$ cat config.mk
export PLATFORM = sky130hd
export DESIGN_NAME = scc_synth_ctrl
export DESIGN_NICKNAME = d
export VERILOG_FILES = /design/src/hdl/scc_pkg.sv /design/src/hdl/scc_synth_ctrl.sv
export SDC_FILE = /design/constraint.sdc
export NUM_CORES = 1
export LEC_CHECK = 0
export BUFFER_PORTS_ARGS = -buffer_cell sky130_fd_sc_hd__buf_2
export CELL_PAD_IN_SITES_DETAIL_PLACEMENT = 1
export CELL_PAD_IN_SITES_GLOBAL_PLACEMENT = 1
export CORE_AREA = 5 5 135 188
export CTS_BUF_LIST = sky130_fd_sc_hd__clkbuf_4
export CTS_CLUSTER_SIZE = 8
export DETAILED_ROUTE_END_ITERATION = 7
export DIE_AREA = 0 0 140 193
export GPL_ROUTABILITY_DRIVEN = 0
export GPL_TIMING_DRIVEN = 0
export PLACE_DENSITY = 0.94
export SKIP_LAST_GASP = 1
export SYNTH_ARGS = -nofsm -noshare
export SYNTH_HDL_FRONTEND = slang
export SYNTH_SLANG_ARGS = --single-unit
export TNS_END_PERCENT = 50
$ cat constraint.sdc
create_clock -name clk -period 21.3 [get_ports clk]
set_input_delay 1.065 -clock clk [delete_from_list [all_inputs] [get_ports clk]]
set_output_delay 1.065 -clock clk [all_outputs]
set_load 0.005 [all_outputs]
$ cat src/hdl/scc_pkg.sv
// Constants and types for the synthesizer channel and calibration control
package scc_pkg;

  // ****************************************
  // Register offsets
  // ****************************************
  localparam logic [7:0] ADDR_CHAN  = 8'h08;
  localparam logic [7:0] ADDR_XOSC  = 8'h12;
  localparam logic [7:0] ADDR_CCNUM = 8'h13;
  localparam logic [7:0] ADDR_BAND  = 8'h14;
  localparam logic [7:0] ADDR_CFCAL = 8'h1a;
  localparam logic [7:0] ADDR_DCCAL = 8'h1b;

  // ****************************************
  // Field positions and reset values
  // ****************************************
  localparam int         START_BIT    = 7;
  localparam int         OSC_MODE_LSB = 4;
  localparam logic [4:0] CHAN_RST     = 5'h05;
  localparam logic [7:0] XOSC_RST     = 8'hf0;
  localparam logic [7:0] CCNUM_RST    = 8'h00;
  localparam logic [2:0] BAND_RST     = 3'h0;
  localparam logic [6:0] CF_VAL_RST   = 7'h00;
  localparam logic [6:0] DC_LOW_RST   = 7'h40;
  localparam logic [3:0] OSC_MODE_EXT = 4'h4;
  localparam logic [3:0] OSC_MODE_INT = 4'hf;

  // ****************************************
  // Frequency plan, units of 100 kHz
  // ****************************************
  localparam logic [13:0] F_EU        = 14'd8683;
  localparam logic [13:0] F_NA_BASE   = 14'd9060;
  localparam logic [13:0] F_NA_STEP   = 14'd20;
  localparam logic [13:0] F_B1_BASE   = 14'd7690;
  localparam logic [13:0] F_B2_BASE   = 14'd8570;
  localparam logic [13:0] F_B3_BASE   = 14'd9030;
  localparam logic [13:0] F_B4_BASE   = 14'd7690;
  localparam logic [13:0] F_B5_BASE   = 14'd8330;
  localparam logic [13:0] F_B6_BASE   = 14'd9020;
  localparam logic [13:0] F_COARSE    = 14'd10;
  localparam logic [13:0] F_RX_OFFSET = 14'd10;
  localparam logic [4:0]  CHAN_MAX    = 5'h0a;
  localparam logic [7:0]  B4_NUM_MAX  = 8'h5e;
  localparam logic [7:0]  B5_NUM_MAX  = 8'h66;

  // ****************************************
  // Timing
  // ****************************************
  localparam int CLK_MHZ      = 125;
  localparam int T_SETTLE_US  = 170;
  localparam int T_SWITCH_US  = 11;
  localparam int T_TX_UP_US   = 16;
  localparam int T_RX_BACK_US = 32;
  localparam int T_CF_STEP_US = 8;
  localparam int T_CF_MAX_US  = 270;
  localparam int T_DCU_US     = 10;
  localparam int SETTLE_CYC   = T_SETTLE_US * CLK_MHZ;
  localparam int SWITCH_CYC   = T_SWITCH_US * CLK_MHZ;
  localparam int TX_UP_CYC    = T_TX_UP_US * CLK_MHZ;
  localparam int RX_BACK_CYC  = T_RX_BACK_US * CLK_MHZ;
  localparam int CF_STEP_CYC  = T_CF_STEP_US * CLK_MHZ;
  localparam int DCU_CYC      = T_DCU_US * CLK_MHZ;
  localparam int CF_MAX_STEPS = T_CF_MAX_US / T_CF_STEP_US;

  // ****************************************
  // Types
  // ****************************************
  typedef enum logic [1:0] {
    ST_OFF    = 2'b00,
    ST_SETTLE = 2'b01,
    ST_LOCKED = 2'b10,
    ST_SWITCH = 2'b11
  } scc_state_e;

  typedef struct packed {
    logic       wr;
    logic       rd;
    logic [7:0] addr;
    logic [7:0] wdata;
  } scc_reg_req_s;

  typedef struct packed {
    logic pll_on;
    logic ready_listen;
    logic tx_busy;
    logic rx_busy;
    logic ftn_run;
  } scc_radio_s;

endpackage

$ cat src/hdl/scc_synth_ctrl.sv
// Synthesizer channel selection, calibration sequencing and lock events
// Operation
// - Mode 0x4 selects external reference, 0xf internal oscillator on.
// - Four-bit load trim, all codes valid, reset zero.
// - Jitter module forced off while transmitting or filter tuning.
// - Band zero takes frequency from channel field, 0x00 to 0x0a.
// - Bands 1,2,3,6 give base plus 100 kHz per number.
// - Bands 4,5 give base plus 1 MHz per number, limited; 7 reserved.
// - Enable from idle calibrates, settles 170 us, then lock event.
// - Channel change in ready or listen completes within 11 us.
// - Receive frequency 1 MHz lower; steps 16/32 us raise no event.
// - Both calibrations start on enable and on every frequency change while enabled; a running one is not restarted, its countdown continues.
// - Manual centre calibration steps every 8 us, 8 to 264 us.
// - Delay-cell start runs a 10 us calibration, other bits stored and read back.
// - Calibration is never blocked in receive or transmit states.
// - Both calibrations may run concurrently.
// - Lock event clears pending unlock and unlock clears pending lock.
// - Lock after enable, frequency change, manual calibration, or relock.
// - Unlock on manual calibration start or frequency change in ready.
// - Lost lock aborts transmit; reception resumes listening after relock.
// - Return from transmit to ready raises no lock event.
// - Channel field reads back current channel, reset 0x05.
// - Start bits read one while running, cleared when calibration ends.
`timescale 1ns/1ns
module scc_synth_ctrl
  import scc_pkg::*;
#(
  parameter int SETTLE_CYCLES = SETTLE_CYC
) (
  input  wire logic         clk,
  input  wire logic         rst,
  input  wire logic         clk_en,
  input  wire scc_reg_req_s reg_req,
  output logic [7:0]        reg_rdata,
  input  wire scc_radio_s   radio,
  input  wire logic         tx_start,
  input  wire logic         tx_end,
  input  wire logic         pll_lock_in,
  input  wire logic         cf_cmp_high,
  input  wire logic         cf_cmp_done,
  input  wire logic         jitter_module_enable,
  input  wire logic         irq_ack_lock,
  input  wire logic         irq_ack_unlock,
  output logic [13:0]       synth_freq,
  output logic              tx_freq_mode,
  output logic [3:0]        osc_mode_field,
  output logic [3:0]        osc_load_trim,
  output logic              osc_ext_ref,
  output logic              osc_int_on,
  output logic              jitter_on,
  output logic              cf_cal_run,
  output logic              dc_cal_run,
  output logic [6:0]        cf_value,
  output logic              irq_lock,
  output logic              irq_unlock,
  output logic              tx_go,
  output logic              tx_abort,
  output logic              rx_resume
);

  // ****************************************
  // Frequency decode
  // ****************************************
  function automatic logic [14:0] freq_calc(input logic [2:0] band,
                                            input logic [4:0] chan,
                                            input logic [7:0] num);
    logic [14:0] res;
    res = '0;
    case (band)
      3'd0: begin
        if (chan == 5'h00) begin
          res = {1'b1, F_EU};
        end else if (chan <= CHAN_MAX) begin
          res = {1'b1, F_NA_BASE + 14'(chan - 5'd1) * F_NA_STEP};
        end
      end
      3'd1: res = {1'b1, F_B1_BASE + 14'(num)};
      3'd2: res = {1'b1, F_B2_BASE + 14'(num)};
      3'd3: res = {1'b1, F_B3_BASE + 14'(num)};
      3'd4: begin
        if (num <= B4_NUM_MAX) begin
          res = {1'b1, F_B4_BASE + 14'(num) * F_COARSE};
        end
      end
      3'd5: begin
        if (num <= B5_NUM_MAX) begin
          res = {1'b1, F_B5_BASE + 14'(num) * F_COARSE};
        end
      end
      3'd6: res = {1'b1, F_B6_BASE + 14'(num)};
      default: res = '0;
    endcase
    return res;
  endfunction

  // ****************************************
  // State
  // ****************************************
  scc_state_e  st_r,       st_nxt;
  logic [14:0] cnt_r,      cnt_nxt;
  logic [4:0]  chan_r,     chan_nxt;
  logic [7:0]  xosc_r,     xosc_nxt;
  logic [7:0]  ccnum_r,    ccnum_nxt;
  logic [2:0]  band_r,     band_nxt;
  logic [6:0]  cfval_r,    cfval_nxt;
  logic [6:0]  dclow_r,    dclow_nxt;
  logic [13:0] freq_r,     freq_nxt;
  logic        cf_run_r,   cf_run_nxt;
  logic        cf_man_r,   cf_man_nxt;
  logic [9:0]  cf_cnt_r,   cf_cnt_nxt;
  logic [5:0]  cf_steps_r, cf_steps_nxt;
  logic        dc_run_r,   dc_run_nxt;
  logic [10:0] dc_cnt_r,   dc_cnt_nxt;
  logic        txup_r,     txup_nxt;
  logic [11:0] txs_cnt_r,  txs_cnt_nxt;
  logic        lost_r,     lost_nxt;
  logic        lockd_r,    lockd_nxt;
  logic        lockp_r,    lockp_nxt;
  logic        unlkp_r,    unlkp_nxt;
  logic [7:0]  rdata_r,    rdata_nxt;
  logic [13:0] sfreq_r,    sfreq_nxt;
  logic        jit_r,      jit_nxt;
  logic        go_r,       go_nxt;
  logic        abort_r,    abort_nxt;
  logic        resume_r,   resume_nxt;
  logic        lock_ev;
  logic        unlock_ev;
  logic        fwr;
  logic [14:0] fcand;

  // ****************************************
  // Next state
  // ****************************************
  always_comb begin
    st_nxt       = st_r;
    cnt_nxt      = cnt_r;
    chan_nxt     = chan_r;
    xosc_nxt     = xosc_r;
    ccnum_nxt    = ccnum_r;
    band_nxt     = band_r;
    cfval_nxt    = cfval_r;
    dclow_nxt    = dclow_r;
    freq_nxt     = freq_r;
    cf_run_nxt   = cf_run_r;
    cf_man_nxt   = cf_man_r;
    cf_cnt_nxt   = cf_cnt_r;
    cf_steps_nxt = cf_steps_r;
    dc_run_nxt   = dc_run_r;
    dc_cnt_nxt   = dc_cnt_r;
    txup_nxt     = txup_r;
    txs_cnt_nxt  = txs_cnt_r;
    lost_nxt     = lost_r;
    lockd_nxt    = pll_lock_in;
    rdata_nxt    = rdata_r;
    go_nxt       = 1'b0;
    abort_nxt    = 1'b0;
    resume_nxt   = 1'b0;
    lock_ev      = 1'b0;
    unlock_ev    = 1'b0;
    fwr          = 1'b0;
    fcand        = '0;

    // Register writes
    if (reg_req.wr) begin
      case (reg_req.addr)
        ADDR_CHAN: begin
          chan_nxt = reg_req.wdata[4:0];
          fwr      = 1'b1;
        end
        ADDR_XOSC:  xosc_nxt = reg_req.wdata;
        ADDR_CCNUM: begin
          ccnum_nxt = reg_req.wdata;
          fwr       = 1'b1;
        end
        ADDR_BAND: begin
          band_nxt = reg_req.wdata[2:0];
          fwr      = 1'b1;
        end
        ADDR_CFCAL: begin
          if (reg_req.wdata[START_BIT]) begin
            cf_run_nxt   = 1'b1;
            cf_man_nxt   = 1'b1;
            cf_cnt_nxt   = 10'(CF_STEP_CYC);
            cf_steps_nxt = '0;
            if (radio.ready_listen && st_r != ST_OFF) begin
              unlock_ev = 1'b1;
            end
          end
        end
        ADDR_DCCAL: begin
          dclow_nxt = reg_req.wdata[6:0];
          if (reg_req.wdata[START_BIT]) begin
            dc_run_nxt = 1'b1;
            dc_cnt_nxt = 11'(DCU_CYC);
          end
        end
        default: ;
      endcase
    end

    // Frequency selection
    fcand = freq_calc(band_nxt, chan_nxt, ccnum_nxt);
    if (fwr && fcand[14] && fcand[13:0] != freq_r) begin
      freq_nxt = fcand[13:0];
      if (st_r != ST_OFF) begin
        cf_run_nxt   = 1'b1;
        cf_man_nxt   = 1'b0;
        cf_cnt_nxt   = 10'(CF_STEP_CYC);
        cf_steps_nxt = '0;
        dc_run_nxt   = 1'b1;
        dc_cnt_nxt   = 11'(DCU_CYC);
        st_nxt       = ST_SWITCH;
        cnt_nxt      = 15'(SWITCH_CYC);
        if (radio.ready_listen) begin
          unlock_ev = 1'b1;
        end
      end
    end

    // Synthesizer sequence
    case (st_r)
      ST_OFF: begin
        if (radio.pll_on) begin
          st_nxt       = ST_SETTLE;
          cnt_nxt      = 15'(SETTLE_CYCLES);
          cf_run_nxt   = 1'b1;
          cf_man_nxt   = 1'b0;
          cf_cnt_nxt   = 10'(CF_STEP_CYC);
          cf_steps_nxt = '0;
          dc_run_nxt   = 1'b1;
          dc_cnt_nxt   = 11'(DCU_CYC);
        end
      end
      ST_SETTLE, ST_SWITCH: begin
        if (st_nxt == st_r) begin
          if (cnt_r <= 15'd1) begin
            st_nxt  = ST_LOCKED;
            lock_ev = 1'b1;
          end else begin
            cnt_nxt = cnt_r - 15'd1;
          end
        end
      end
      ST_LOCKED: begin
        if (txs_cnt_r == '0 && !cf_run_r && !dc_run_r) begin
          if (lockd_r && !pll_lock_in && !lost_r) begin
            unlock_ev = 1'b1;
            lost_nxt  = 1'b1;
            abort_nxt = radio.tx_busy;
          end
        end
        if (lost_r && pll_lock_in && !lockd_r) begin
          lock_ev    = 1'b1;
          lost_nxt   = 1'b0;
          resume_nxt = radio.rx_busy;
        end
      end
      default: st_nxt = ST_OFF;
    endcase
    if (!radio.pll_on) begin
      st_nxt      = ST_OFF;
      lost_nxt    = 1'b0;
      txup_nxt    = 1'b0;
      txs_cnt_nxt = '0;
    end

    // Transmit frequency step, no lock-loss events during it
    if (radio.pll_on && st_r == ST_LOCKED) begin
      if (tx_start && !txup_r) begin
        txup_nxt    = 1'b1;
        txs_cnt_nxt = 12'(TX_UP_CYC);
      end else if (tx_end && txup_r) begin
        txup_nxt    = 1'b0;
        txs_cnt_nxt = 12'(RX_BACK_CYC);
      end else if (txs_cnt_r != '0) begin
        txs_cnt_nxt = txs_cnt_r - 12'd1;
        go_nxt      = txup_r && txs_cnt_r == 12'd1;
      end
    end

    // Centre-frequency calibration
    if (cf_run_r && !(reg_req.wr && reg_req.addr == ADDR_CFCAL)) begin
      if (cf_cnt_r <= 10'd1) begin
        cf_cnt_nxt = 10'(CF_STEP_CYC);
        if (cf_cmp_done || cf_steps_r >= 6'(CF_MAX_STEPS - 1)) begin
          cf_run_nxt = 1'b0;
          cf_man_nxt = 1'b0;
          if (cf_man_r) begin
            lock_ev = 1'b1;
          end
        end else begin
          cf_steps_nxt = cf_steps_r + 6'd1;
          cfval_nxt    = cf_cmp_high ? cfval_r - 7'd1 : cfval_r + 7'd1;
        end
      end else begin
        cf_cnt_nxt = cf_cnt_r - 10'd1;
      end
    end

    // Delay-cell calibration
    if (dc_run_r && !(reg_req.wr && reg_req.addr == ADDR_DCCAL)) begin
      if (dc_cnt_r <= 11'd1) begin
        dc_run_nxt = 1'b0;
      end else begin
        dc_cnt_nxt = dc_cnt_r - 11'd1;
      end
    end

    // Pending events, set wins over acknowledge
    lockp_nxt = lock_ev | (lockp_r & ~irq_ack_lock & ~unlock_ev);
    unlkp_nxt = (unlock_ev & ~lock_ev) |
                (unlkp_r & ~irq_ack_unlock & ~lock_ev);

    // Derived outputs
    sfreq_nxt = txup_nxt ? freq_nxt : freq_nxt - F_RX_OFFSET;
    jit_nxt = jitter_module_enable & ~radio.tx_busy & ~radio.ftn_run;

    // Register reads
    if (reg_req.rd) begin
      case (reg_req.addr)
        ADDR_CHAN:  rdata_nxt = {3'h0, chan_r};
        ADDR_XOSC:  rdata_nxt = xosc_r;
        ADDR_CCNUM: rdata_nxt = ccnum_r;
        ADDR_BAND:  rdata_nxt = {5'h00, band_r};
        ADDR_CFCAL: rdata_nxt = {cf_run_r, cfval_r};
        ADDR_DCCAL: rdata_nxt = {dc_run_r, dclow_r};
        default:    rdata_nxt = 8'h00;
      endcase
    end
  end

  // ****************************************
  // Registers
  // ****************************************
  always_ff @(posedge clk or posedge rst) begin
    if (rst) begin
      st_r       <= ST_OFF;
      cnt_r      <= '0;
      chan_r     <= CHAN_RST;
      xosc_r     <= XOSC_RST;
      ccnum_r    <= CCNUM_RST;
      band_r     <= BAND_RST;
      cfval_r    <= CF_VAL_RST;
      dclow_r    <= DC_LOW_RST;
      freq_r     <= F_NA_BASE + 14'(CHAN_RST - 5'd1) * F_NA_STEP;
      cf_run_r   <= 1'b0;
      cf_man_r   <= 1'b0;
      cf_cnt_r   <= '0;
      cf_steps_r <= '0;
      dc_run_r   <= 1'b0;
      dc_cnt_r   <= '0;
      txup_r     <= 1'b0;
      txs_cnt_r  <= '0;
      lost_r     <= 1'b0;
      lockd_r    <= 1'b0;
      lockp_r    <= 1'b0;
      unlkp_r    <= 1'b0;
      rdata_r    <= 8'h00;
      sfreq_r    <= F_NA_BASE + 14'(CHAN_RST - 5'd1) * F_NA_STEP - F_RX_OFFSET;
      jit_r      <= 1'b0;
      go_r       <= 1'b0;
      abort_r    <= 1'b0;
      resume_r   <= 1'b0;
    end else if (clk_en) begin
      st_r       <= st_nxt;
      cnt_r      <= cnt_nxt;
      chan_r     <= chan_nxt;
      xosc_r     <= xosc_nxt;
      ccnum_r    <= ccnum_nxt;
      band_r     <= band_nxt;
      cfval_r    <= cfval_nxt;
      dclow_r    <= dclow_nxt;
      freq_r     <= freq_nxt;
      cf_run_r   <= cf_run_nxt;
      cf_man_r   <= cf_man_nxt;
      cf_cnt_r   <= cf_cnt_nxt;
      cf_steps_r <= cf_steps_nxt;
      dc_run_r   <= dc_run_nxt;
      dc_cnt_r   <= dc_cnt_nxt;
      txup_r     <= txup_nxt;
      txs_cnt_r  <= txs_cnt_nxt;
      lost_r     <= lost_nxt;
      lockd_r    <= lockd_nxt;
      lockp_r    <= lockp_nxt;
      unlkp_r    <= unlkp_nxt;
      rdata_r    <= rdata_nxt;
      sfreq_r    <= sfreq_nxt;
      jit_r      <= jit_nxt;
      go_r       <= go_nxt;
      abort_r    <= abort_nxt;
      resume_r   <= resume_nxt;
    end
  end

  // ****************************************
  // Outputs
  // ****************************************
  assign reg_rdata      = rdata_r;
  assign synth_freq     = sfreq_r;
  assign tx_freq_mode   = txup_r;
  assign osc_mode_field = xosc_r[OSC_MODE_LSB +: 4];
  assign osc_load_trim  = xosc_r[3:0];
  assign osc_ext_ref    = xosc_r[OSC_MODE_LSB +: 4] == OSC_MODE_EXT;
  assign osc_int_on     = xosc_r[OSC_MODE_LSB +: 4] == OSC_MODE_INT;
  assign jitter_on      = jit_r;
  assign cf_cal_run     = cf_run_r;
  assign dc_cal_run     = dc_run_r;
  assign cf_value       = cfval_r;
  assign irq_lock       = lockp_r;
  assign irq_unlock     = unlkp_r;
  assign tx_go          = go_r;
  assign tx_abort       = abort_r;
  assign rx_resume      = resume_r;

endmodule

## After elaboration in Yosys (flattened, before gate mapping)

Index checks and enable logic that the tools add are counted.

| cells by class | value |
|---|---|
| eq/ne operators | 23 |
| muxes and demuxes | 127 |
| bitwise operators | 16 |
| add/subtract/negate cells | 16 |
| magnitude comparators | 7 |
| multipliers | 2 |
| reduce and logical (&&, ||, !) cells | 39 |

Operator list:

| kind | count |
|---|---|
| $mux 15 | 9 |
| $pmux 15 s7 | 1 |
| $mux 11 | 9 |
| $mux 10 | 9 |
| $mux 1 | 66 |
| $mux 12 | 5 |
| $mux 6 | 10 |
| $pmux 8 s6 | 1 |
| $add 14x8->14 const A | 3 |
| $eq 8x5->1 const B | 5 |
| $pmux 15 s2 | 1 |
| $mux 14 | 2 |
| $logic_and 1x1->1 | 17 |
| $le 8x7->1 const B | 2 |
| $mux 8 | 2 |
| $le 15x1->1 const B | 1 |
| $sub 15x1->15 const B | 1 |
| $add 13x12->14 const A | 1 |
| $add 13x8->14 const A | 1 |
| $add 14x12->14 const A | 1 |
| $add 14x14->14 const A | 1 |
| $mul 14x3->12 const B | 1 |
| $ne 14x14->1 | 1 |
| $sub 14x4->14 const B | 1 |
| 46 further kinds | 79 |

| word-level totals | value |
|---|---|
| output and inout port bits | 48 |
| input port bits | 34 |
| register bits | 142 |
| logic and storage cells | 257 |

## Longest topological paths before layout

Gate-level depths: netlist (run 1).

| logic depth | value |
|---|---|
| depth in word-level cells | 22 |
| gate-level depth with buffers | 32 |
| gate-level depth less buffers | 28 |

## Worst setup path after synthesis (run 1)

Ideal clock, no wire load.

| timing path | value |
|---|---|
| path type | input to register |
| start | input port reg_req[13] in the netlist's numbering |
| end | register sfreq_r[9], in the netlist synth_freq[9] |
| required time | 21.223 ns |
| buffers on the path | 3 |
| setup time | 0.077 ns |
| slack | 13.240 ns |
| cell stages on the path | 25 |
| arrival | 7.983 ns |
| cell sequence | or4b_4 > buf_6 > nor4_2 > mux2i_1 > clkinv_1 > ha_1 > ha_1 > and3_1 > o21ai_0 > o2111ai_1 > o21a_1 > a221oi_1 > xnor2_1 > a2111oi_2 > or4b_4 > o41a_1 > buf_6 > buf_6 > mux2i_2 > ha_1 > nor2_1 > nor4_1 > mux2i_1 > or4_1 > a31oi_1 |

| between the ends | value |
|---|---|
| elaborated cells between the ends (all ways) | 44 |
| those cells by class | add/sub: 9; mul: 2; order compare: 3; eq/ne: 10; mux: 15; reduce/logical: 5 |

RTL lines:

| item | line | text |
|---|---|---|
| start: declaration | scc_synth_ctrl.sv:33 | `input wire scc_reg_req_s reg_req,` |
| $eq 8x5->1 * | scc_synth_ctrl.sv:165 | `case (reg_req.addr)` |
| $mux 8 * | scc_synth_ctrl.sv:165 |  |
| $mux 8 * | scc_synth_ctrl.sv:164 | `if (reg_req.wr) begin` |
| named net ccnum_nxt[6] | scc_synth_ctrl.sv:103 | `logic [7:0] ccnum_r, ccnum_nxt;` |
| $mul 8x3->11 | scc_synth_ctrl.sv:82, scc_synth_ctrl.sv:87 |  |
| $add 14x12->14 / $add 13x12->14 (equally long branches) | scc_synth_ctrl.sv:87, scc_synth_ctrl.sv:82 |  |
| $mux 15, on equally long branches | scc_synth_ctrl.sv:86, scc_synth_ctrl.sv:81 |  |
| $pmux 15 s7 * | scc_synth_ctrl.sv:69 | `case (band)` |
| $ne 14x14->1 | scc_synth_ctrl.sv:203 | `if (fwr && fcand[14] && fcand[13:0] != freq_r) begin` |
| $logic_and 1x1->1 | scc_synth_ctrl.sv:203 |  |
| $mux 14 * | scc_synth_ctrl.sv:203 |  |
| $sub 14x4->14 | scc_synth_ctrl.sv:315 | `sfreq_nxt = txup_nxt ? freq_nxt : freq_nxt - F_RX_OFFSET;` |
| $mux 14 * | scc_synth_ctrl.sv:315 |  |
| end signal: assignment | scc_synth_ctrl.sv:359 | `sfreq_r <= F_NA_BASE + 14'(CHAN_RST - 5'd1) * F_NA_STEP - F_RX_OFFSET;` |
| end signal: assignment | scc_synth_ctrl.sv:387 | `sfreq_r <= sfreq_nxt;` |
| end: declaration | scc_synth_ctrl.sv:121 | `logic [13:0] sfreq_r, sfreq_nxt;` |

Mark *: on every way through the listed nets, which the timed path passes. The rest lies on a longest branch.
A chain may end at the register's enable or synchronous reset.

## Worst setup path in the final report (run 1)

Ends and elaborated chain as after synthesis.

==> flow_metrics.py, run 1 <==
metrics = {
    "critical_path": {
        "critical_path.max_stage_delay_ns": 0.87,
        "setup.worst_path.end_class": "register",
        "worst_ep_required_time_ns": 21.84,
        "worst_path_dominant_cell_family": "simple AND/OR/NAND/NOR gates",
        "crit_type": "in -> reg",
        "critPathSlowestCell": "sky130_fd_sc_hd__mux2i_1",
        "highest_net_fanout_along_the_worst_path": 10,
        "cp.buffers_inverters": 5,
        "critPathLaunchType": "input pin",
        "arrival_ns": 10.36,
    },
    "synthesis": {
        "synth-seq-area-share_pct": 30.7,
        "edff_count_synth": 0,
        "mappedNetlistArea_sq_um": 11600,
        "async_flop_share_pct": 100,
        "ys_dominant_reg_cell": "sky130_fd_sc_hd__dfrtp_1",
        "synth.area.top_cells": "sky130_fd_sc_hd__dfrtp_1, sky130_fd_sc_hd__ha_1, sky130_fd_sc_hd__dfstp_2, sky130_fd_sc_hd__o21ai_0, sky130_fd_sc_hd__mux2_2",
        "postSynthCellCount": 1361,
        "synth_nets": 1444,
        "synth_common_cells": "sky130_fd_sc_hd__dfrtp_1, sky130_fd_sc_hd__nand2_1, sky130_fd_sc_hd__nor2_1",
        "yosysTopAreaCellShare_pct": 26.0,
        "post_synth.cell_area_avg_sq_um": 8.50,
        "synth_area_leader": "sky130_fd_sc_hd__dfrtp_1",
        "ys_ff_latch": 141,
        "yosys_warnings": 0,
        "netlist-cell-type-count": 91,
    },
    "layout": {
        "syn_to_final_growth_pct": 9.77,
        "fin_area_sq_um": 12700,
        "finalNonFillerCells": 1784,
        "final_layout_size_suffix_gt1_share_pct": 16.0,
        "utilization_pct": 53.7,
        "design.final.nets": 1542,
    },
    "floorplanning": {
        "die_width_um": 140,
        "die_height_um": 193,
        "design.portCount": 82,
        "design.die.area_sq_um": 27000,
        "floorplan.initialDensity_pct": 48.9,
        "core_region_area_sq_um": 23600,
        "fp-row-count": 67,
    },
    "sta": {
        "fin_crit_sh_pct": 46.1,
        "final.setup.tns_ns": 0,
        "max_slew.worst_pin.slew_ns": 1.22,
        "period_minus_slack_ns": 9.82,
        "timing_max_transition_violations_final": 0,
        "maxSlewHeadroom_pct": 17.7,
        "grt_setup_unrepaired": "false",
        "clock_skew_ns": 0.0299,
        "max_clock_freq_mhz": 102,
        "final-setup-viol-count": 0,
        "postLayoutSetupSlackWorst_ns": 11.48,
        "count_of_final_hold_check_violations": 0,
    },
    "global_routing": {
        "grt_util_met2_pct": 56.2,
        "global_router_s_overall_resource_usage_pct": 31.9,
        "wire_length_of_the_first_global_routing_pass_mm": 69.2,
        "first_global_vias": 12873,
        "busiest_layer": "met2",
        "grt_use_met1_pct": 35.8,
        "initial_antenna_violation_count": 1,
        "globalRoute.totalOverflow": 0,
        "grtUsageMet3_pct": 4.42,
        "grt_start_max_net_pins": 76,
    },
    "cts": {
        "tritoncts": "yes",
        "cts_setup_buffers": 0,
        "clock_path_buffers": 2,
        "cts_made_buffers": 17,
        "cts-root-buf": "sky130_fd_sc_hd__clkbuf_4",
        "clk_transition_reported_paths_ns": 0.14,
        "clock_latency_reported_for_the_late_side_of_the_worst_skew_pair_ns": 0.61,
        "post_cts_resize_count": 0,
        "clock_tree.htree_level_count": 4,
        "clkSinkCount": 141,
        "cts_hold_repair.buffers": 0,
    },
    "routing": {
        "detail_route.drc_violations": 0,
        "postRouteAntennaNets": 0,
        "dr.pass1.iters": 8,
        "vias": 12287,
        "wl_per_cell_um": 24.7,
        "drt-vias-per-instance": 6.89,
        "drt_iter0_markers": 1141,
        "wirelength_mm": 44.1,
    },
    "power": {
        "cellPowerDensity_nw_per_um2": 90.5,
        "leakage_power_total_nw": 5.46,
        "power.ir.vdd_worst_mv": 0.0532,
    },
    "place": {
        "placement.io_buffers": 78,
        "place_area_sq_um": 12400,
        "place_inst": 1750,
        "dp_worst_setup_slack_ns": 11.21,
        "hpwlAfterDp_mm": 32.5,
    },
    "outcome": {
        "outcome": "finished, final reports clean",
    },
    "min_path": {
        "hp-class": "reg -> reg",
    },
    "flow_run": {
        "timing.max_cap.violations": 0,
    },
}
worst paths after layout:
check                                        from                   endpoint  slack [ns]  cells after the start
max                                   reg_req[13]  synth_freq[9]$_DFFE_PP1P_       11.48                     26
max in group asynchronous                     rst      freq_r[5]$_DFFE_PP1P_       19.86                      3
min in group asynchronous                     rst    cf_cnt_r[3]$_DFFE_PP0P_        0.54                      2
min                         cnt_r[11]$_DFFE_PP0P_      cnt_r[11]$_DFFE_PP0P_        0.50                      1
max reg2reg                ccnum_r[3]$_DFFE_PP0P_  synth_freq[9]$_DFFE_PP1P_       12.90                     25
min reg2reg                 cnt_r[11]$_DFFE_PP0P_      cnt_r[11]$_DFFE_PP0P_        0.50                      1
routing by layer:
metal,routed length (um),vias up
met5,0,-
met4,3310,0
met3,2880,272
met2,21900,670
met1,16000,6094
li1,-,5251
layout by cell type (no fill, tap or decap), types with 7 or more instances in the layout:
master	n
sky130_fd_sc_hd__mux2_2	44
sky130_fd_sc_hd__a22oi_1	8
sky130_fd_sc_hd__nor4_1	22
sky130_fd_sc_hd__o211ai_1	10
sky130_fd_sc_hd__o31ai_1	18
sky130_fd_sc_hd__inv_1	61
sky130_fd_sc_hd__a221oi_1	8
sky130_fd_sc_hd__nor2_1	119
sky130_fd_sc_hd__a21oi_1	81
sky130_fd_sc_hd__xor2_1	19
sky130_fd_sc_hd__and3_1	17
sky130_fd_sc_hd__or2_2	14
sky130_fd_sc_hd__dfstp_2	21
sky130_fd_sc_hd__clkbuf_4	20
sky130_fd_sc_hd__nor3_1	33
sky130_fd_sc_hd__ha_1	46
sky130_fd_sc_hd__a2111oi_0	7
sky130_fd_sc_hd__and2_1	13
sky130_fd_sc_hd__nand4_1	11
sky130_fd_sc_hd__o21ai_0	99
sky130_fd_sc_hd__nor2b_1	11
sky130_fd_sc_hd__xnor2_1	36
sky130_fd_sc_hd__buf_2	81
sky130_fd_sc_hd__a211oi_1	12
sky130_fd_sc_hd__clkbuf_1	50
sky130_fd_sc_hd__o22ai_1	17
sky130_fd_sc_hd__nand3_1	31
sky130_fd_sc_hd__mux2i_1	39
sky130_fd_sc_hd__o21a_1	13
sky130_fd_sc_hd__a21o_1	17
sky130_fd_sc_hd__a21boi_0	10
sky130_fd_sc_hd__a2bb2oi_1	13
sky130_fd_sc_hd__a22o_1	9
sky130_fd_sc_hd__nand2_1	120
sky130_fd_sc_hd__or3_1	21
sky130_fd_sc_hd__a31oi_1	23
sky130_fd_sc_hd__or4_1	10
sky130_fd_sc_hd__nand2b_1	22
sky130_fd_sc_hd__dfrtp_1	120
where the power goes:
part | switching (W) | internal [W]
logic | 0.000349 | 0.000225
registers | 0.0000531 | 0.000317
clock network | 0.000117 | 0.0000869
per-stage QoR:
step	power, W	hold slack [ns]
floorplan	0.000762	0.442
detailed placement	0.000924	0.475
finish	0.00115	0.499
CTS	0.00113	0.495
global route	0.00121	0.530
global placement	0.000889	0.455
cells by family after synthesis:
group           count (synthesis)  synth area share [%]
mux                            91                  9.07
buf+inv                       130                  4.62
xor+xnor                       57                  4.55
fa+ha+maj                      49                  5.49
compound gates                408                  23.7
flops                         141                  30.7
simple gates                  485                  21.9
worst reg2reg max path: cells and delay by family, from the launching register on:
family | cells | cell delay [ns]
AO/OA/AOI/OAI | 8 | 2.89
AND/OR/NAND/NOR | 6 | 1.93
adder cells (fa/ha/maj) | 4 | 1.42
buffers and inverters | 4 | 0.74
multiplexers | 2 | 0.55
flip-flops | 1 | 0.52
XOR/XNOR | 1 | 0.27
final cells by class:
class                      count  area [sq um]
fill                        2882         10900
sequential                   141          3550
buffer                        64           287
clock inverter                12           164
inverter                      66           253
timing repair buffer          79           418
antenna                        2          5.00
tap                          310           388
multi-input combinational   1090          7480
clock buffer                  20           150
state kept, by name (all words and copies together) (netlist names), 3 cells and up:
register / count
cnt_r: 15
freq_r: 14
synth_freq: 13
txs_cnt_r: 12
dc_cnt_r: 11
cf_cnt_r: 10
ccnum_r: 8
reg_rdata: 8
xosc_r: 8
cf_value: 7
dclow_r: 7
cf_steps_r: 6
chan_r: 5
band_r: 3
Power figures use the tool's default switching activity.
==> inputs of run 2 (changes only) <==
Settings changed: CORE_AREA 5 5 135 188 to 5 5 144 200, DIE_AREA 0 0 140 193 to 0 0 149 205, PLACE_DENSITY 0.94 to 0.88.
Clock period 21.3 ns to 8.65 ns, I/O delays scaled along.
==> run 2 against run 1 <==
Core utilization down 6.2 points. Cell area up 0.48%. Sequential share of layout area down 0.13 points. Worst setup slack worse by 11 ns. Die area up 13%. Non-clock buffer count up 3. Routed wire length down 6.1%. Total power up 140%. Cell count up 3.2%. Flip-flop and latch count unchanged. Sequential power up 150%. Critical path type unchanged. Largest power group unchanged. Highest routed layer unchanged.
==> flow_metrics.py, run 2 (synthesis results as in run 1) <==
metrics = {
    "outcome": {
        "outcome": "finished, final reports clean",
    },
    "layout": {
        "syn_to_final_growth_pct": 10.3,
        "final.fill_count": 3291,
        "mostFrequentLayoutCells": "sky130_fd_sc_hd__nand2_1, sky130_fd_sc_hd__dfrtp_1, sky130_fd_sc_hd__nor2_1, sky130_fd_sc_hd__o21ai_0",
        "largest_register_ffs": 15,
        "design.final.nets": 1545,
        "fin_area_sq_um": 12800,
        "largest_register_by_flop_count": "cnt_r",
        "final_layout_size_suffix_gt1_share_pct": 16.1,
    },
    "critical_path": {
        "highest_net_fanout_along_the_worst_path": 10,
        "crit_type": "in -> reg",
        "critical_path.max_stage_delay_ns": 0.65,
        "critPathSlowestCell": "sky130_fd_sc_hd__mux2i_1",
        "worst_ep_required_time_ns": 9.20,
        "worst_path_dominant_cell_family": "simple AND/OR/NAND/NOR gates",
        "setup.worst_path.end_class": "register",
        "critPathLaunchType": "input pin",
        "arrival_ns": 8.84,
        "cp.buffers_inverters": 7,
    },
    "cts": {
        "tritoncts": "yes",
        "clock_tree.htree_level_count": 4,
        "clock_latency_reported_for_the_late_side_of_the_worst_skew_pair_ns": 0.63,
        "clkSinkCount": 141,
        "cts_setup_buffers": 0,
        "cts-root-buf": "sky130_fd_sc_hd__clkbuf_4",
        "clk_transition_reported_paths_ns": 0.12,
        "clock_path_buffers": 2,
        "cts_made_buffers": 17,
    },
    "global_routing": {
        "grt_start_max_net_pins": 87,
        "initial_antenna_violation_count": 1,
        "global_router_s_overall_resource_usage_pct": 26.9,
        "wire_length_of_the_first_global_routing_pass_mm": 66.0,
        "globalRoute.totalOverflow": 0,
        "first_global_vias": 12438,
    },
    "sta": {
        "max_clock_freq_mhz": 121,
        "period_minus_slack_ns": 8.30,
        "final-setup-viol-count": 0,
        "timing_max_transition_violations_final": 0,
        "timing.hold.ws_ns": 0.0482,
        "maxSlewHeadroom_pct": 23.6,
        "count_of_final_hold_check_violations": 0,
        "fin_crit_sh_pct": 95.9,
        "max_slew.worst_pin.slew_ns": 1.13,
        "clock_skew_ns": 0.0218,
    },
    "routing": {
        "drt-vias-per-instance": 6.37,
        "dr.pass1.iters": 5,
        "detail_route.drc_violations": 0,
        "drt_iter0_markers": 884,
        "vias": 11722,
        "wirelength_mm": 41.4,
        "postRouteAntennaNets": 0,
        "wl_per_cell_um": 22.5,
    },
    "power": {
        "power.internal_w": 0.00148,
        "seqPwrFrac_pct": 33.5,
        "p_switching_w": 0.00123,
        "share_clk_of_total_power_pct": 15.2,
        "cellPowerDensity_nw_per_um2": 212,
        "power_switching_share_pct": 45.3,
        "combinationalPowerShare_pct": 51.2,
        "power.ir.vdd_worst_mv": 0.0901,
        "leakage_power_total_nw": 5.45,
    },
    "place": {
        "placement.io_buffers": 78,
        "hpwlAfterDp_mm": 31.8,
        "place_area_sq_um": 12400,
    },
    "min_path": {
        "hp-class": "in -> reg",
    },
    "floorplanning": {
        "design.portCount": 82,
        "floorplan.initialDensity_pct": 43.1,
        "core_region_area_sq_um": 26800,
        "design.die.area_sq_um": 30500,
        "die_height_um": 205,
        "die_width_um": 149,
        "fp-row-count": 71,
    },
    "flow_run": {
        "timing.max_cap.violations": 0,
    },
}
-- run 2: repair_timing --
action                                 4_1_cts  5_1_grt
gates cloned                                 0        0
setup endpoints to repair                    1        4
endpoints found under the hold margin       49        0
hold buffers                                 3        0
gates resized for setup                      1        6
-- run 2: final cells by class --
| cell class | count | area [sq um] | share of cell area [%] |
|---|---|---|---|
| Clock buffer | 19 | 143 | 1.12 |
| Multi-Input combinational cell | 1090 | 7510 | 58.9 |
| Buffer | 64 | 287 | 2.25 |
| Antenna cell | 2 | 5.00 | 0.0392 |
| Inverter | 66 | 253 | 1.98 |
| Sequential cell | 141 | 3550 | 27.9 |
| Clock inverter | 12 | 101 | 0.794 |
| Tap cell | 365 | 457 | 3.58 |
| Timing Repair Buffer | 82 | 448 | 3.51 |
-- run 2: worst min-delay path, delay by kind of cell --
kind	cells	cell delay, ns
compound gates	1	0.05
buf+inv	1	0.10
simple gates	1	0.06
-- run 2: power groups by stage --
stage	logic, W	clock network, W	registers (W)
floorplan	0.000994	0	0.000882
global placement	0.00128	0	0.000908
detailed placement	0.00135	0	0.000916
CTS	0.00137	0.000417	0.000905
global route	0.00151	0.000443	0.000923
finish	0.00139	0.000413	0.000908
-- run 2: layer usage --
metal  routed length, um  vias up  track usage (%)
li1                    -     5257                -
met1               15700     5851             30.1
met3                2150      170             4.01
met4                2410        0             15.5
met5                   0        -                0
met2               21100      444             48.2
-- run 2: metrics by stage --
step           setup slack [ns]  total power [W]  std cells  utilization (%)   TNS (ns)
5_1_grt               -0.000792          0.00288       1840             47.6  -0.000792
6_report                  0.354          0.00271       1841             47.6          0
2_1_floorplan              1.22          0.00188       1361                -          0
3_3_place_gp             -0.431          0.00219       1804             46.3      -1.07
4_1_cts                   0.168          0.00269       1839             47.4          0
3_5_place_dp             -0.734          0.00227       1805             46.4      -2.56
-- run 2: path summary, 6_finish.rpt --
path,startpoint,to,slack (ns),cells past startpoint
max,reg_req[13],synth_freq[9]$_DFFE_PP1P_,0.35,29
min,radio[1],rx_resume$_DFFE_PP0P_,0.05,3
max reg2reg,chan_r[2]$_DFFE_PP1P_,synth_freq[9]$_DFFE_PP1P_,0.81,25
min reg2reg,cnt_r[11]$_DFFE_PP0P_,cnt_r[11]$_DFFE_PP0P_,0.49,1
max in group asynchronous,rst,freq_r[5]$_DFFE_PP1P_,7.35,4
min in group asynchronous,rst,cf_steps_r[0]$_DFFE_PP0P_,0.42,3
